===== src/design/mode_sup_pkg.sv =====
// Package for the operating-mode supervisor: modes, wake and fault records, timing counts.
// Assumes a single 50 MHz clock domain and plain-port control from the host-side SPI decoder.
package mode_sup_pkg;

	// ----------------------------------------
	// Timing
	// ----------------------------------------
	localparam int CLK_HZ           = 50_000_000;
	localparam int RESET_HOLD_US    = 1000;       // 1.0 ms
	localparam int NREQ_TIMEOUT_MS  = 150;        // 150 ms
	localparam int RESET_HOLD_CYC   = (CLK_HZ / 1_000_000) * RESET_HOLD_US;
	localparam int NREQ_TIMEOUT_CYC = (CLK_HZ / 1000) * NREQ_TIMEOUT_MS;
	localparam int WD_PERIOD_CYC    = NREQ_TIMEOUT_CYC;
	localparam int CYCLIC_PERIOD_CYC = (CLK_HZ / 1000) * 50;
	localparam int CYCLIC_ON_CYC    = (CLK_HZ / 1_000_000) * 100;
	localparam int CNT_W            = 24;

	// ----------------------------------------
	// Mode select code and one-hot mode encodings
	// ----------------------------------------
	localparam logic [1:0] MODE_SEL_NORMAL = 2'h0;

	typedef enum logic [4:0] {
		MODE_RESET  = 5'h01,
		MODE_NREQ   = 5'h02,
		MODE_NORMAL = 5'h04,
		MODE_STOP   = 5'h08,
		MODE_SLEEP  = 5'h10
	} mode_t;

	// Wake sources that are recorded (chip select and external reset are not)
	typedef struct packed {
		logic lin;
		logic forced;
		logic wakeTwo;
		logic wakeOne;
	} wake_src_t;

	// Interrupt-capable fault conditions, level inputs from the analog side
	typedef struct packed {
		logic lowSideThermal;
		logic highSideThermal;
		logic linFault;
		logic regPrewarn;
		logic supplyOver;
		logic supplyUnder;
	} fault_t;

	// Low-power configuration
	typedef struct packed {
		logic cyclicSense;
		logic forcedWake;
		logic wakeOneEn;
		logic wakeTwoEn;
	} lp_cfg_t;

endpackage : mode_sup_pkg


===== src/design/operating_mode_supervisor.sv =====
// Operating-mode state machine with reset, interrupt, wake-up and watchdog handling.
// Assumes mode writes and status reads arrive as one-cycle strobes from an SPI decoder on clk.
`timescale 1ns/1ps

// Overview of operation
// After power-up hold reset low 1.0 ms, release, then enter Normal Request.
// Reset mode on regulator low, watchdog failure, Sleep wake-up or Normal Request timeout.
// Normal Request follows Reset or Stop wake-up; regulator on, reset high, LIN receive-only.
// Normal Request runs a 150 ms timer; without Normal command fall back to Reset.
// Host writes timing control, then mode control with zero mode select, within timeout.
// Watchdog pin grounded: Reset goes straight to Normal; open: stay in Normal Request.
// Sleep entered from Normal by one command; regulator off, only wake sources active.
// Cyclic sense in low power: oscillator runs, high side pulses, wake inputs sampled.
// Sleep wake-up passes through Reset, records source, battery-fail flag stays clear.
// Stop entered only by command; regulator limited; wakes from device or host sources.
// Stop wake-up enters Normal Request with interrupt, except chip-select edge or reset line.
// Missing watchdog trigger or trigger in closed window sends Normal to Reset.
// Switches follow SPI and PWM in Normal Request and Normal; off in Reset.
// No new interrupt until all pending wake sources read from interrupt source register.
// Interrupt line low when signalled, high again after SPI status read.
// Interrupts only in Normal, Normal Request, Stop, never with reset low; Stop wake only.
// Normal interrupt sources: supply under/over, prewarning, LIN, high and low side thermal.
// LIN thermal, stuck or short faults disable driver until gone and read; overcurrent flag only.
// Reset held low while condition lasts, then at least 1 ms more.
// Regulator below threshold resets; regulator overtemperature disables it and sets flag.
// External reset low past filter holds Reset state until release, no extra stretch.
// No status bit for chip-select wake or external reset.
// Host services watchdog by writing the mode select bits.
// Watchdog clear in first half of period rejected as overflow; second half accepted.
// Sleep and Stop mode select encodings are design parameters.
module operating_mode_supervisor #(
	parameter logic [1:0] MODE_SEL_SLEEP   = 2'h1,
	parameter logic [1:0] MODE_SEL_STOP    = 2'h2,
	parameter int         RESET_HOLD       = mode_sup_pkg::RESET_HOLD_CYC,
	parameter int         NREQ_TIMEOUT     = mode_sup_pkg::NREQ_TIMEOUT_CYC,
	parameter int         WD_PERIOD        = mode_sup_pkg::WD_PERIOD_CYC,
	parameter int         CYCLIC_PERIOD    = mode_sup_pkg::CYCLIC_PERIOD_CYC,
	parameter int         CYCLIC_ON        = mode_sup_pkg::CYCLIC_ON_CYC
) (
	input  wire logic                 clk,
	input  wire logic                 rst_b,
	input  wire logic                 modeWrite,
	input  wire logic [1:0]           modeSelectBits,
	input  wire logic                 statusRead,
	input  wire logic                 linStatusRead,
	input  wire logic [5:0]           interruptMaskReg,
	input  wire mode_sup_pkg::lp_cfg_t lpCfg,
	input  wire logic                 hsCtrl,
	input  wire logic [1:0]           lsCtrl,
	input  wire logic                 pwmEnable,
	input  wire logic                 directPwmInput,
	input  wire logic                 watchdogConfigPin,
	input  wire logic                 regulatorBelowThreshold,
	input  wire logic                 regulatorOvertemp,
	input  wire mode_sup_pkg::fault_t faultIn,
	input  wire logic                 linOvertemp,
	input  wire logic                 linTxStuck,
	input  wire logic                 linRxShort,
	input  wire logic                 linOvercurrent,
	input  wire logic                 wakeInputOne,
	input  wire logic                 wakeInputTwo,
	input  wire logic                 linWake,
	input  wire logic                 chipSelectB,
	input  wire logic                 resetIn,
	output logic                      resetOut,
	output logic                      resetOe,
	output logic                      irqB,
	output mode_sup_pkg::mode_t       mode,
	output logic                      regulatorOn,
	output logic                      regulatorLimited,
	output logic                      regulatorOvertempFlag,
	output logic                      linRxOnly,
	output logic                      linDriverEn,
	output logic                      linOvercurrentFlag,
	output logic                      lowPowerOscOn,
	output logic                      highSideSwitch,
	output logic [1:0]                lowSideSwitches,
	output mode_sup_pkg::wake_src_t   interruptSourceReg,
	output mode_sup_pkg::fault_t      faultStatus,
	output logic                      batteryFailFlag,
	output logic                      watchdogOff
);
	// ----------------------------------------
	// Pin synchronisers
	// ----------------------------------------
	logic [2:0] rstSync, csSync, w1Sync, w2Sync, pwmSync, oeSync;
	logic       extReset, csRise, lvl1, lvl2, lvl1Prev, lvl2Prev;

	always_ff @(posedge clk or negedge rst_b) begin
		if (!rst_b) begin
			rstSync <= 3'h7;
			csSync  <= 3'h7;
			w1Sync  <= 3'h0;
			w2Sync  <= 3'h0;
			pwmSync <= 3'h0;
			oeSync  <= 3'h7;
		end else begin
			rstSync <= {rstSync[1:0], resetIn};
			csSync  <= {csSync[1:0], chipSelectB};
			w1Sync  <= {w1Sync[1:0], wakeInputOne};
			w2Sync  <= {w2Sync[1:0], wakeInputTwo};
			pwmSync <= {pwmSync[1:0], directPwmInput};
			oeSync  <= {oeSync[1:0], resetOe};
		end
	end
	// Two-stage agreement filters glitches; own drive is delayed alongside so settling is not external
	assign extReset = !rstSync[1] && !rstSync[2] && oeSync == 3'h0 && !resetOe;
	assign csRise   = csSync[1] && !csSync[2];
	assign lvl1     = w1Sync[2];
	assign lvl2     = w2Sync[2];

	// ----------------------------------------
	// Mode state machine
	// ----------------------------------------
	mode_sup_pkg::mode_t next_mode;
	logic [mode_sup_pkg::CNT_W-1:0] cnt, next_cnt, wdCnt, next_wdCnt, cyc, next_cyc;
	logic wdGround, next_wdGround, battery_fail_flag, next_battery_fail_flag, extSeen, next_extSeen;
	logic resetCond, wdFail, normalCmd, wakeHit, sampleNow, senseOn;
	mode_sup_pkg::wake_src_t wakeNow;

	function automatic logic expired(input logic [mode_sup_pkg::CNT_W-1:0] c, input int lim);
		expired = c >= lim[mode_sup_pkg::CNT_W-1:0] - 1'b1;
	endfunction : expired

	assign normalCmd = modeWrite && modeSelectBits == mode_sup_pkg::MODE_SEL_NORMAL;
	// Clear in first half or no clear by period end both fail
	assign wdFail = !wdGround && ((normalCmd && wdCnt < WD_PERIOD[mode_sup_pkg::CNT_W-1:0] / 2)
		|| expired(wdCnt, WD_PERIOD));
	assign resetCond = regulatorBelowThreshold || extReset;
	assign senseOn   = expired(cyc, CYCLIC_PERIOD) || cyc < CYCLIC_ON[mode_sup_pkg::CNT_W-1:0];
	assign sampleNow = lpCfg.cyclicSense && expired(cyc, CYCLIC_PERIOD);
	always_comb begin
		wakeNow.wakeOne = lpCfg.wakeOneEn && (lpCfg.cyclicSense ? sampleNow : 1'b1) && lvl1 != lvl1Prev;
		wakeNow.wakeTwo = lpCfg.wakeTwoEn && (lpCfg.cyclicSense ? sampleNow : 1'b1) && lvl2 != lvl2Prev;
		wakeNow.forced  = lpCfg.forcedWake && !lpCfg.cyclicSense && expired(cyc, CYCLIC_PERIOD);
		wakeNow.lin     = linWake;
	end
	assign wakeHit = |wakeNow;

	always_comb begin
		next_mode     = mode;
		next_cnt      = cnt + 1'b1;
		next_wdCnt    = wdCnt + 1'b1;
		next_cyc      = expired(cyc, CYCLIC_PERIOD) ? '0 : cyc + 1'b1;
		next_wdGround = wdGround;
		next_battery_fail_flag  = battery_fail_flag;
		next_extSeen  = extSeen;
		unique case (mode)
			mode_sup_pkg::MODE_RESET: begin
				next_wdGround = !watchdogConfigPin;
				if (resetCond) begin
					next_cnt     = '0;
					next_extSeen = extReset && !regulatorBelowThreshold;
				end else if (expired(cnt, RESET_HOLD) || extSeen) begin
					next_cnt     = '0;
					next_extSeen = 1'b0;
					next_mode = !watchdogConfigPin ? mode_sup_pkg::MODE_NORMAL : mode_sup_pkg::MODE_NREQ;
				end
			end
			mode_sup_pkg::MODE_NREQ: begin
				next_wdCnt = '0;
				if (resetCond) begin
					next_mode = mode_sup_pkg::MODE_RESET; next_cnt = '0;
				end else if (normalCmd) begin
					next_mode = mode_sup_pkg::MODE_NORMAL;
				end else if (expired(cnt, NREQ_TIMEOUT)) begin
					next_mode = mode_sup_pkg::MODE_RESET; next_cnt = '0;
				end
			end
			mode_sup_pkg::MODE_NORMAL: begin
				next_cyc = '0;
				if (resetCond || wdFail) begin
					next_mode = mode_sup_pkg::MODE_RESET; next_cnt = '0;
				end else if (modeWrite && modeSelectBits == MODE_SEL_SLEEP) begin
					next_mode = mode_sup_pkg::MODE_SLEEP;
				end else if (modeWrite && modeSelectBits == MODE_SEL_STOP) begin
					next_mode = mode_sup_pkg::MODE_STOP;
				end else if (normalCmd) begin
					next_wdCnt = '0;
				end
			end
			mode_sup_pkg::MODE_STOP: begin
				next_wdCnt = '0;
				next_cnt   = '0;
				if (regulatorBelowThreshold) begin
					next_mode = mode_sup_pkg::MODE_RESET;
				end else if (extReset) begin
					next_mode = mode_sup_pkg::MODE_RESET;
				end else if (wakeHit || csRise) begin
					next_mode = mode_sup_pkg::MODE_NREQ;
				end
			end
			mode_sup_pkg::MODE_SLEEP: begin
				next_cnt = '0;
				if (wakeHit) begin
					next_mode    = mode_sup_pkg::MODE_RESET;
					next_battery_fail_flag = 1'b0;
				end
			end
			default: begin
				next_mode = mode_sup_pkg::MODE_RESET;
			end
		endcase
		// Outside Reset, note whether a coming Reset is held by the host alone
		if (mode != mode_sup_pkg::MODE_RESET) next_extSeen = extReset && !regulatorBelowThreshold;
		if (statusRead) next_battery_fail_flag = 1'b0;
	end

	always_ff @(posedge clk or negedge rst_b) begin
		if (!rst_b) begin
			mode     <= mode_sup_pkg::MODE_RESET;
			cnt      <= '0;
			wdCnt    <= '0;
			cyc      <= '0;
			wdGround <= 1'b0;
			battery_fail_flag  <= 1'b1;
			extSeen  <= 1'b0;
			lvl1Prev <= 1'b0;
			lvl2Prev <= 1'b0;
		end else begin
			mode     <= next_mode;
			cnt      <= next_cnt;
			wdCnt    <= next_wdCnt;
			cyc      <= next_cyc;
			wdGround <= next_wdGround;
			battery_fail_flag  <= next_battery_fail_flag;
			extSeen  <= next_extSeen;
			lvl1Prev <= (!lpCfg.cyclicSense || sampleNow) ? lvl1 : lvl1Prev;
			lvl2Prev <= (!lpCfg.cyclicSense || sampleNow) ? lvl2 : lvl2Prev;
		end
	end

	// ----------------------------------------
	// Interrupts and flags
	// ----------------------------------------
	mode_sup_pkg::wake_src_t next_src;
	mode_sup_pkg::fault_t    next_fault;
	logic next_irq, irqPend, next_irqPend, linLock, next_linLock, next_ovc, next_regOt;
	logic active;

	assign active = mode == mode_sup_pkg::MODE_NORMAL || mode == mode_sup_pkg::MODE_NREQ;
	always_comb begin
		next_src     = interruptSourceReg;
		next_fault   = faultStatus;
		next_irqPend = irqPend;
		next_linLock = linLock;
		next_ovc     = linOvercurrentFlag || linOvercurrent;
		next_regOt   = regulatorOvertempFlag || regulatorOvertemp;
		if (statusRead) begin
			next_src     = '0;
			next_fault   = '0;
			next_irqPend = 1'b0;
		end
		if (linStatusRead) begin
			next_ovc = linOvercurrent;
			if (!(linOvertemp || linTxStuck || linRxShort)) next_linLock = 1'b0;
		end
		if (linOvertemp || linTxStuck || linRxShort) next_linLock = 1'b1;
		if (statusRead) next_regOt = regulatorOvertemp;
		// Sets win over the read clear
		if ((mode == mode_sup_pkg::MODE_STOP || mode == mode_sup_pkg::MODE_SLEEP) && wakeHit) begin
			next_src = interruptSourceReg | wakeNow;
			if (mode == mode_sup_pkg::MODE_STOP) next_irqPend = 1'b1;
		end
		if (active) begin
			next_fault = next_fault | faultIn;
			if (|(faultIn & interruptMaskReg) && next_src == '0) next_irqPend = 1'b1;
		end
		if (mode == mode_sup_pkg::MODE_RESET) next_irqPend = 1'b0;
		next_irq = next_irqPend && !resetOe && !extReset;
	end

	always_ff @(posedge clk or negedge rst_b) begin
		if (!rst_b) begin
			interruptSourceReg    <= '0;
			faultStatus           <= '0;
			irqPend               <= 1'b0;
			irqB                  <= 1'b1;
			linLock               <= 1'b0;
			linOvercurrentFlag    <= 1'b0;
			regulatorOvertempFlag <= 1'b0;
		end else begin
			interruptSourceReg    <= next_src;
			faultStatus           <= next_fault;
			irqPend               <= next_irqPend;
			irqB                  <= !next_irq;
			linLock               <= next_linLock;
			linOvercurrentFlag    <= next_ovc;
			regulatorOvertempFlag <= next_regOt;
		end
	end

	// ----------------------------------------
	// Outputs
	// ----------------------------------------
	logic pwmGate;
	assign pwmGate          = !pwmEnable || pwmSync[2];
	assign resetOe          = mode == mode_sup_pkg::MODE_RESET && !extSeen;
	assign resetOut         = 1'b0;
	assign regulatorOn      = mode != mode_sup_pkg::MODE_SLEEP && !regulatorOvertempFlag;
	assign regulatorLimited = mode == mode_sup_pkg::MODE_STOP;
	assign linRxOnly        = mode != mode_sup_pkg::MODE_NORMAL;
	assign linDriverEn      = mode == mode_sup_pkg::MODE_NORMAL && !linLock;
	assign lowPowerOscOn    = (mode == mode_sup_pkg::MODE_STOP || mode == mode_sup_pkg::MODE_SLEEP)
		&& (lpCfg.cyclicSense || lpCfg.forcedWake);
	assign highSideSwitch   = active ? hsCtrl && pwmGate
		: lowPowerOscOn && lpCfg.cyclicSense && senseOn;
	assign lowSideSwitches  = active ? lsCtrl & {2{pwmGate}} : 2'h0;
	assign batteryFailFlag  = battery_fail_flag;
	assign watchdogOff      = wdGround;

	nreq_timeout_a: assert property (@(posedge clk) disable iff (!rst_b)
		mode == mode_sup_pkg::MODE_NREQ && !resetCond && !normalCmd && expired(cnt, NREQ_TIMEOUT)
		|=> mode == mode_sup_pkg::MODE_RESET) else $error("timeout did not reset");
	reset_switch_a: assert property (@(posedge clk) disable iff (!rst_b)
		mode == mode_sup_pkg::MODE_RESET |-> lowSideSwitches == 2'h0 && !highSideSwitch)
		else $error("switches on in reset");
	irq_reset_a: assert property (@(posedge clk) disable iff (!rst_b)
		mode == mode_sup_pkg::MODE_RESET ##1 mode == mode_sup_pkg::MODE_RESET |-> irqB)
		else $error("interrupt in reset");
	irq_ack_a: assert property (@(posedge clk) disable iff (!rst_b)
		statusRead && !wakeHit && !(active && |(faultIn & interruptMaskReg)) |=> irqB)
		else $error("irq not released");
	wd_early_a: assert property (@(posedge clk) disable iff (!rst_b)
		mode == mode_sup_pkg::MODE_NORMAL && !wdGround && normalCmd
		&& wdCnt < WD_PERIOD[mode_sup_pkg::CNT_W-1:0] / 2 |=> mode == mode_sup_pkg::MODE_RESET)
		else $error("early clear accepted");
	sleep_wake_a: assert property (@(posedge clk) disable iff (!rst_b)
		mode == mode_sup_pkg::MODE_SLEEP && wakeHit |=> mode == mode_sup_pkg::MODE_RESET && !batteryFailFlag)
		else $error("sleep wake not reset");
	stop_cs_a: assert property (@(posedge clk) disable iff (!rst_b)
		mode == mode_sup_pkg::MODE_STOP && csRise && !wakeHit && !resetCond |=> $stable(irqPend))
		else $error("cs wake raised irq");
	wd_ground_a: assert property (@(posedge clk) disable iff (!rst_b)
		$past(mode) == mode_sup_pkg::MODE_RESET && mode != mode_sup_pkg::MODE_RESET && !watchdogConfigPin
		&& $past(watchdogConfigPin, 1) == 1'b0 |-> mode == mode_sup_pkg::MODE_NORMAL)
		else $error("grounded pin went via request");

endmodule : operating_mode_supervisor


===== config.mk =====
export PLATFORM = sky130hd
export DESIGN_NAME = operating_mode_supervisor
export DESIGN_NICKNAME = d
export VERILOG_FILES = /design/src/design/mode_sup_pkg.sv /design/src/design/operating_mode_supervisor.sv
export SDC_FILE = /design/constraint.sdc
export NUM_CORES = 1
export LEC_CHECK = 0
export BUFFER_PORTS_ARGS = -buffer_cell sky130_fd_sc_hd__clkbuf_2
export CORE_ASPECT_RATIO = 0.5
export CORE_MARGIN = 2
export CORE_UTILIZATION = 58
export CTS_BUF_LIST = sky130_fd_sc_hd__clkbuf_4 sky130_fd_sc_hd__clkbuf_8
export DETAILED_ROUTE_END_ITERATION = 7
export GPL_TIMING_DRIVEN = 0
export PLACE_DENSITY_LB_ADDON = 0.05
export SKIP_LAST_GASP = 1
export SLEW_MARGIN = 20
export SYNTH_ARGS = -nofsm -noshare
export SYNTH_HDL_FRONTEND = slang
export SYNTH_SLANG_ARGS = --single-unit

===== constraint.sdc =====
create_clock -name clk -period 3.3 [get_ports clk]
set_input_delay 0.33 -clock clk [delete_from_list [all_inputs] [get_ports clk]]
set_output_delay 0.33 -clock clk [all_outputs]
set_load 0.03 [all_outputs]

## After elaboration in Yosys (flattened, before gate mapping)

Index checks and enable logic that the tools add are counted.

| cells by class | value |
|---|---|
| add/subtract/negate cells | 3 |
| magnitude comparators | 6 |
| reductions and logical operators | 72 |
| eq/ne operators | 18 |
| bitwise operators | 4 |
| mux-type cells | 52 |

Operators with widths:

| kind | number |
|---|---|
| $mux 24 | 12 |
| $pmux 24 s4 | 1 |
| $add 24x1->24 const B | 3 |
| $mux 5 | 12 |
| $ge 24x23->1 const B | 2 |
| $pmux 24 s2 | 1 |
| $logic_and 1x1->1 | 28 |
| $pmux 5 s5 | 1 |
| $ge 24x16->1 const B | 1 |
| $ge 24x22->1 const B | 1 |
| $lt 24x13->1 const B | 1 |
| $lt 24x22->1 const B | 1 |
| $mux 1 | 19 |
| $logic_or 1x1->1 | 15 |
| $logic_not 1->1 | 14 |
| $mux 6 | 2 |
| $mux 4 | 2 |
| $ne 4x4->1 const B | 2 |
| $reduce_bool 2->1 | 4 |
| $and 6x6->6 | 1 |
| $ne 2x2->1 const B | 3 |
| $or 6x6->6 | 1 |
| $reduce_and 6->1 | 1 |
| $reduce_or 6->1 | 1 |
| 23 further kinds | 26 |

| storage, ports and cells | value |
|---|---|
| bits in registers | 115 |
| bits of input ports | 40 |

## Depth between registers and ports, before layout

| depth | value |
|---|---|
| depth after elaboration | 16 |
| gate-level depth with buffers | 10 |
| mapped depth without buffers | 7 |

## Least setup slack after synthesis

Ideal clock, no wire load.

| timing | value |
|---|---|
| path type | register to register |
| from | register mode[3] |
| to | register mode[1] |
| period minus slack after synthesis | 2771 ps |
| arrival | 2639 ps |
| slack | 529 ps |
| path buffers | 1 |
| stages on the path, launching flop included | 7 |
| cell sequence | dfrtp_1 -> clkbuf_1 -> inv_1 -> nor4_1 -> a31oi_1 -> o21ai_1 -> o21ai_0 |

| between the ends | value |
|---|---|
| elaborated cells between the ends (all ways) | 22 |
| those cells by class | eq/ne: 11; mux: 5; reduce/logical: 6 |

RTL lines:

| item | line | source |
|---|---|---|
| start, declared | operating_mode_supervisor.sv:68 | `output mode_sup_pkg::mode_t mode,` |
| start signal, assigned | operating_mode_supervisor.sv:211 | `mode <= mode_sup_pkg::MODE_RESET;` |
| start signal, assigned | operating_mode_supervisor.sv:221 | `mode <= next_mode;` |
| $eq 5x4->1 (*) | - |  |
| via regulatorLimited | operating_mode_supervisor.sv:70 | `output logic regulatorLimited,` |
| $ne 4x2->1 (no source line) | - |  |
| $reduce_and 6->1 (no source line) | - |  |

Mark *: on every way through the listed nets, which the timed path passes. The rest lies on a longest branch.
A chain may end at the register's enable or synchronous reset.

## Worst setup path after layout

| timing | value |
|---|---|
| from | register cyc[0] in the netlist's numbering |
| to | output port highSideSwitch |

| between the ends | value |
|---|---|
| longest elaborated chain between the ends | 4 |
| elaborated cells between the ends (all ways) | 5 |
| those cells by class | order compare: 2; mux: 1; reduce/logical: 2 |

RTL lines:

| item | line | source |
|---|---|---|
| start, declared | operating_mode_supervisor.sv:116 | `logic [mode_sup_pkg::CNT_W-1:0] cnt, next_cnt, wdCnt, next_wdCnt, cyc, next_cyc;` |
| start signal, assigned | operating_mode_supervisor.sv:224 | `cyc <= next_cyc;` |
| $ge 24x22->1 or $lt 24x13->1 (tied branches) | operating_mode_supervisor.sv:122, operating_mode_supervisor.sv:130 |  |
| $logic_or 1x1->1 (*) | operating_mode_supervisor.sv:130 | `assign senseOn = expired(cyc, CYCLIC_PERIOD) \|\| cyc < CYCLIC_ON[mode_sup_pkg::CNT_W-1:0];` |
| $logic_and 1x1->1 (*) | operating_mode_supervisor.sv:307 | `: lowPowerOscOn && lpCfg.cyclicSense && senseOn;` |
| $mux 1 (*) | operating_mode_supervisor.sv:306 | `assign highSideSwitch = active ? hsCtrl && pwmGate` |
| end, declared | operating_mode_supervisor.sv:76 | `output logic highSideSwitch,` |

Mark *: on every way between the ends. The rest lies on a longest branch, timed or not.

==> results.ini <==
[yosys]
async_reset_ff_share_pct = 100
ys_seq_area_share_pct = 51.6
synth_top_family_by_area = simple AND/OR/NAND/NOR gates
synthFlopType = dfrtp_1
synthCells = 543
synth.area.top_cells = dfrtp_1 46%, xor2_1 6.4%, dfstp_2 5.6%, nor2_1 5.0%, xnor2_1 4.5%
synth_top_cell_by_area = dfrtp_1
synth-simple-area-share_pct = 23.3
yosys.area_share.adder_pct = 0.669
synthDominantCellAreaShare_pct = 46.0
synth-xor-area-share_pct = 10.9
syn_area_mm2 = 0.00561
synth_common_cells = 103 x dfrtp_1, 75 x nor2_1, 41 x xor2_1
syn_avg_cell_area_um2 = 10.3
synth_compound_area_share_pct = 10.2
synth-seq-cells = 115
synth_most_common_cell = dfrtp_1
yosysWarnings = 0
synth_edf_count = 0
synth_mux_area_share_pct = 0.402
ys_types = 70

[route]
drc = 0
route.antenna.remaining_nets = 0
drtIter0Drc = 272
drt_pass1_iterations = 4
wl_per_cell_um = 14.5
vias = 4276
via_per_inst = 5.43
routed_wl_um = 11400

[run_status]
outcome = completed

[global_routing]
grt_max_degree = 94
antenna_found_initial = 0
gr-total-overflow = 0
grt_pass1_vias = 4022
grt.total_usage_pct = 23.3
grt_pass1_wl_um = 18700

[sta]
finalSetupViolCount = 0
tightestPinTransition_ns = 0.759
final_max_slew_viol_count = 0
slew_headroom_pct = 49.0
fmax_ghz = 0.343
skew_ns = 0.0150
rsz0062_at_grt = false
setup_slack_ns = 0.385
finalCritPeriodShare_pct = 88.3
hold_viol_final = 0
fin_setup_tns_ns = 0
fin_crit_ns = 2.91

[clocking]
clock_latency_ns = 0.43
cts_buffer_depth = 2
numCtsBuffers = 17
path_clk_slew_ns = 0.07
cts_tree = done
htree_levels = 4
cts_num_sinks = 115
cts-root-buf = clkbuf_8

[floorplanning]
die_w_um = 143
fp-row-count = 25
core_mm2 = 0.00942
initial_core_util_pct = 59.5
die_h_um = 73.5
io_pins = 70
die-area_mm2 = 0.0105

[setup_path]
crit_arrival_ns = 2.58
reg2reg_to = cnt[23]$_DFF_PN0_
ff2ff_setup_slack_ns = 0.75
rr_startpoint = mode[1]$_DFFE_PN0P_
cp_max_fo = 5
start_kind = flop
cp_cell_sequence = ha_1 -> and4_1 -> nor3_1 -> nor4_2 -> nor2_1 -> nand2_1 -> a32o_1 -> clkbuf_2
crit_required_ns = 2.97
r2r.worst_path.cells = 9
crit_path_end_kind = output pin
crit_slowest_cell = dfrtp_1
cpPeakStageDelay_ns = 0.42
crit_type = flop to output pin

[cells_and_area]
antennaDiodeCount = 0
num-fill-cells = 740
fin_nets = 682
syn_to_final_growth_pct = 18.9
postLayoutCoreUtil_pct = 70.8
drive_gt1_share_pct = 23.6

[place]
hpwl_um = 8060
portBuffers = 68
post-place-ws_ns = 0.732
place.gp.congestion = 0.907

[worst_hold_path]
min_path_type = primary input to flop
min_path_cells = 2
min_to = linOvercurrentFlag$_DFF_PN0_
hp-start = linOvercurrent

[power_and_ir_drop]
leakagePower_nw = 3.01
switching_share_pct = 30.5
seq_power_share_pct = 44.1
p_per_area_mw_per_mm2 = 620
intPower_mw = 2.87
power_frac_comb_pct = 21.3
switching_power_mw = 1.26
ir_drop_v = 0.000728
power_frac_clock_pct = 34.6

[job]
max_cap_viol_count = 0

==> placed cells by master, fill, tap and decap left out, drive strengths merged, types with 4 or more instances in the layout <==
cell / instances
a21oi: 7
nor2b: 4
inv: 12
bufinv: 4
nand3b: 5
a22o: 6
a211oi: 8
nand2: 30
nand4: 16
dfstp: 12
nor3: 10
and4: 6
buf: 11
clkbuf: 96
clkinv: 5
and2: 7
dlygate4sd3: 6
a21o: 6
nand3: 29
nor4: 9
or4: 4
dfrtp: 103
xor2: 41
xnor2: 29
o21ai: 16
and3: 18
nor2: 95
a22oi: 5
==> cells by family (layout without fill, tap and decap cells) <==
group / Yosys count / after routing
AND/OR/NAND/NOR: 246 / 246
flip-flops: 115 / 115
AO/OA/AOI/OAI: 77 / 77
XOR/XNOR: 70 / 70
buffers and inverters: 29 / 136
adder cells (fa/ha/maj): 3 / 3
multiplexers: 2 / 2
other: 1 / 3
==> per-layer routing <==
layer  vias up  routed length (um)  global-route usage (%)  share of wire (%)
met5         -                   0                       0                  0
met4         0                 138                    9.24                1.2
met3        15                 426                    6.26                3.7
met2        83                5290                    36.7                 46
met1      2064                5530                    31.4                 49
li1       2114                   -                       -                  -
==> power by group through the flow <==
stage	Clock, mW	Combinational, mW	Sequential (mW)
global placement	0	0.854	1.84
global route	1.52	0.976	1.86
CTS	1.46	0.886	1.82
detailed placement	0	0.876	1.84
floorplan	0	0.622	1.84
finish	1.43	0.880	1.82
==> how the worst max path moves through the flow <==
stage                                   start             endpoint  slack (ns)  cells past startpoint
after CTS                    cyc[0]$_DFF_PN0_       highSideSwitch        0.28                      8
after global placement                  rst_b     cnt[1]$_DFF_PN0_        0.28                      1
after detailed placement  mode[1]$_DFFE_PN0P_     cnt[9]$_DFF_PN0_        0.73                      9
after global routing         cyc[0]$_DFF_PN0_       highSideSwitch        0.17                      8
final                        cyc[0]$_DFF_PN0_       highSideSwitch        0.39                      8
after floorplan           mode[3]$_DFFE_PN0P_  mode[1]$_DFFE_PN0P_        0.53                      6
==> final cells by class <==
class | count | area, um2 | area share, %
Tap cell | 135 | 169 | 2.53
Multi-Input combinational cell | 401 | 2570 | 38.5
Buffer | 16 | 113 | 1.69
Inverter | 13 | 48.8 | 0.732
Clock inverter | 10 | 155 | 2.33
Sequential cell | 115 | 2890 | 43.4
Clock buffer | 22 | 284 | 4.26
Timing Repair Buffer | 75 | 437 | 6.55
==> registers in the layout, indices dropped and copies added (netlist names), 3 cells and up <==
register / count
cnt: 24
cyc: 24
w1Sync: 3
oeSync: 3
faultStatus: 6
csSync: 3
interruptSourceReg: 4
rstSync: 3
mode: 5
wdCnt: 24
w2Sync: 3
pwmSync: 3
==> stage by stage <==
step | instances | power [mW] | area [um2] | hold WS (ns)
floorplan | 545 | 2.46 | 5610 | 0.0344
global placement | 748 | 2.69 | 6120 | 0.333
detailed placement | 749 | 2.72 | 6160 | 0.212
CTS | 787 | 4.17 | 6660 | 0.0571
global route | 787 | 4.35 | 6670 | 0.0587
finish | 787 | 4.13 | 6670 | 0.0766
==> critical path, delay by kind of cell, from the launching register on <==
family / cells / cell delay, ns
flip-flops: 1 / 0.42
AND/OR/NAND/NOR: 5 / 1.03
adder cells (fa/ha/maj): 1 / 0.25
buffers and inverters: 1 / 0.18
AO/OA/AOI/OAI: 1 / 0.28
==> repair_timing <==
action | in CTS | in global routing
setup endpoints to repair | 0 | 1
hold buffers | 6 | 0
hold endpoints to repair | 27 | 0
setup buffers | 0 | 0
gates resized for setup | 0 | 1
(Power assumes the default switching activity.)
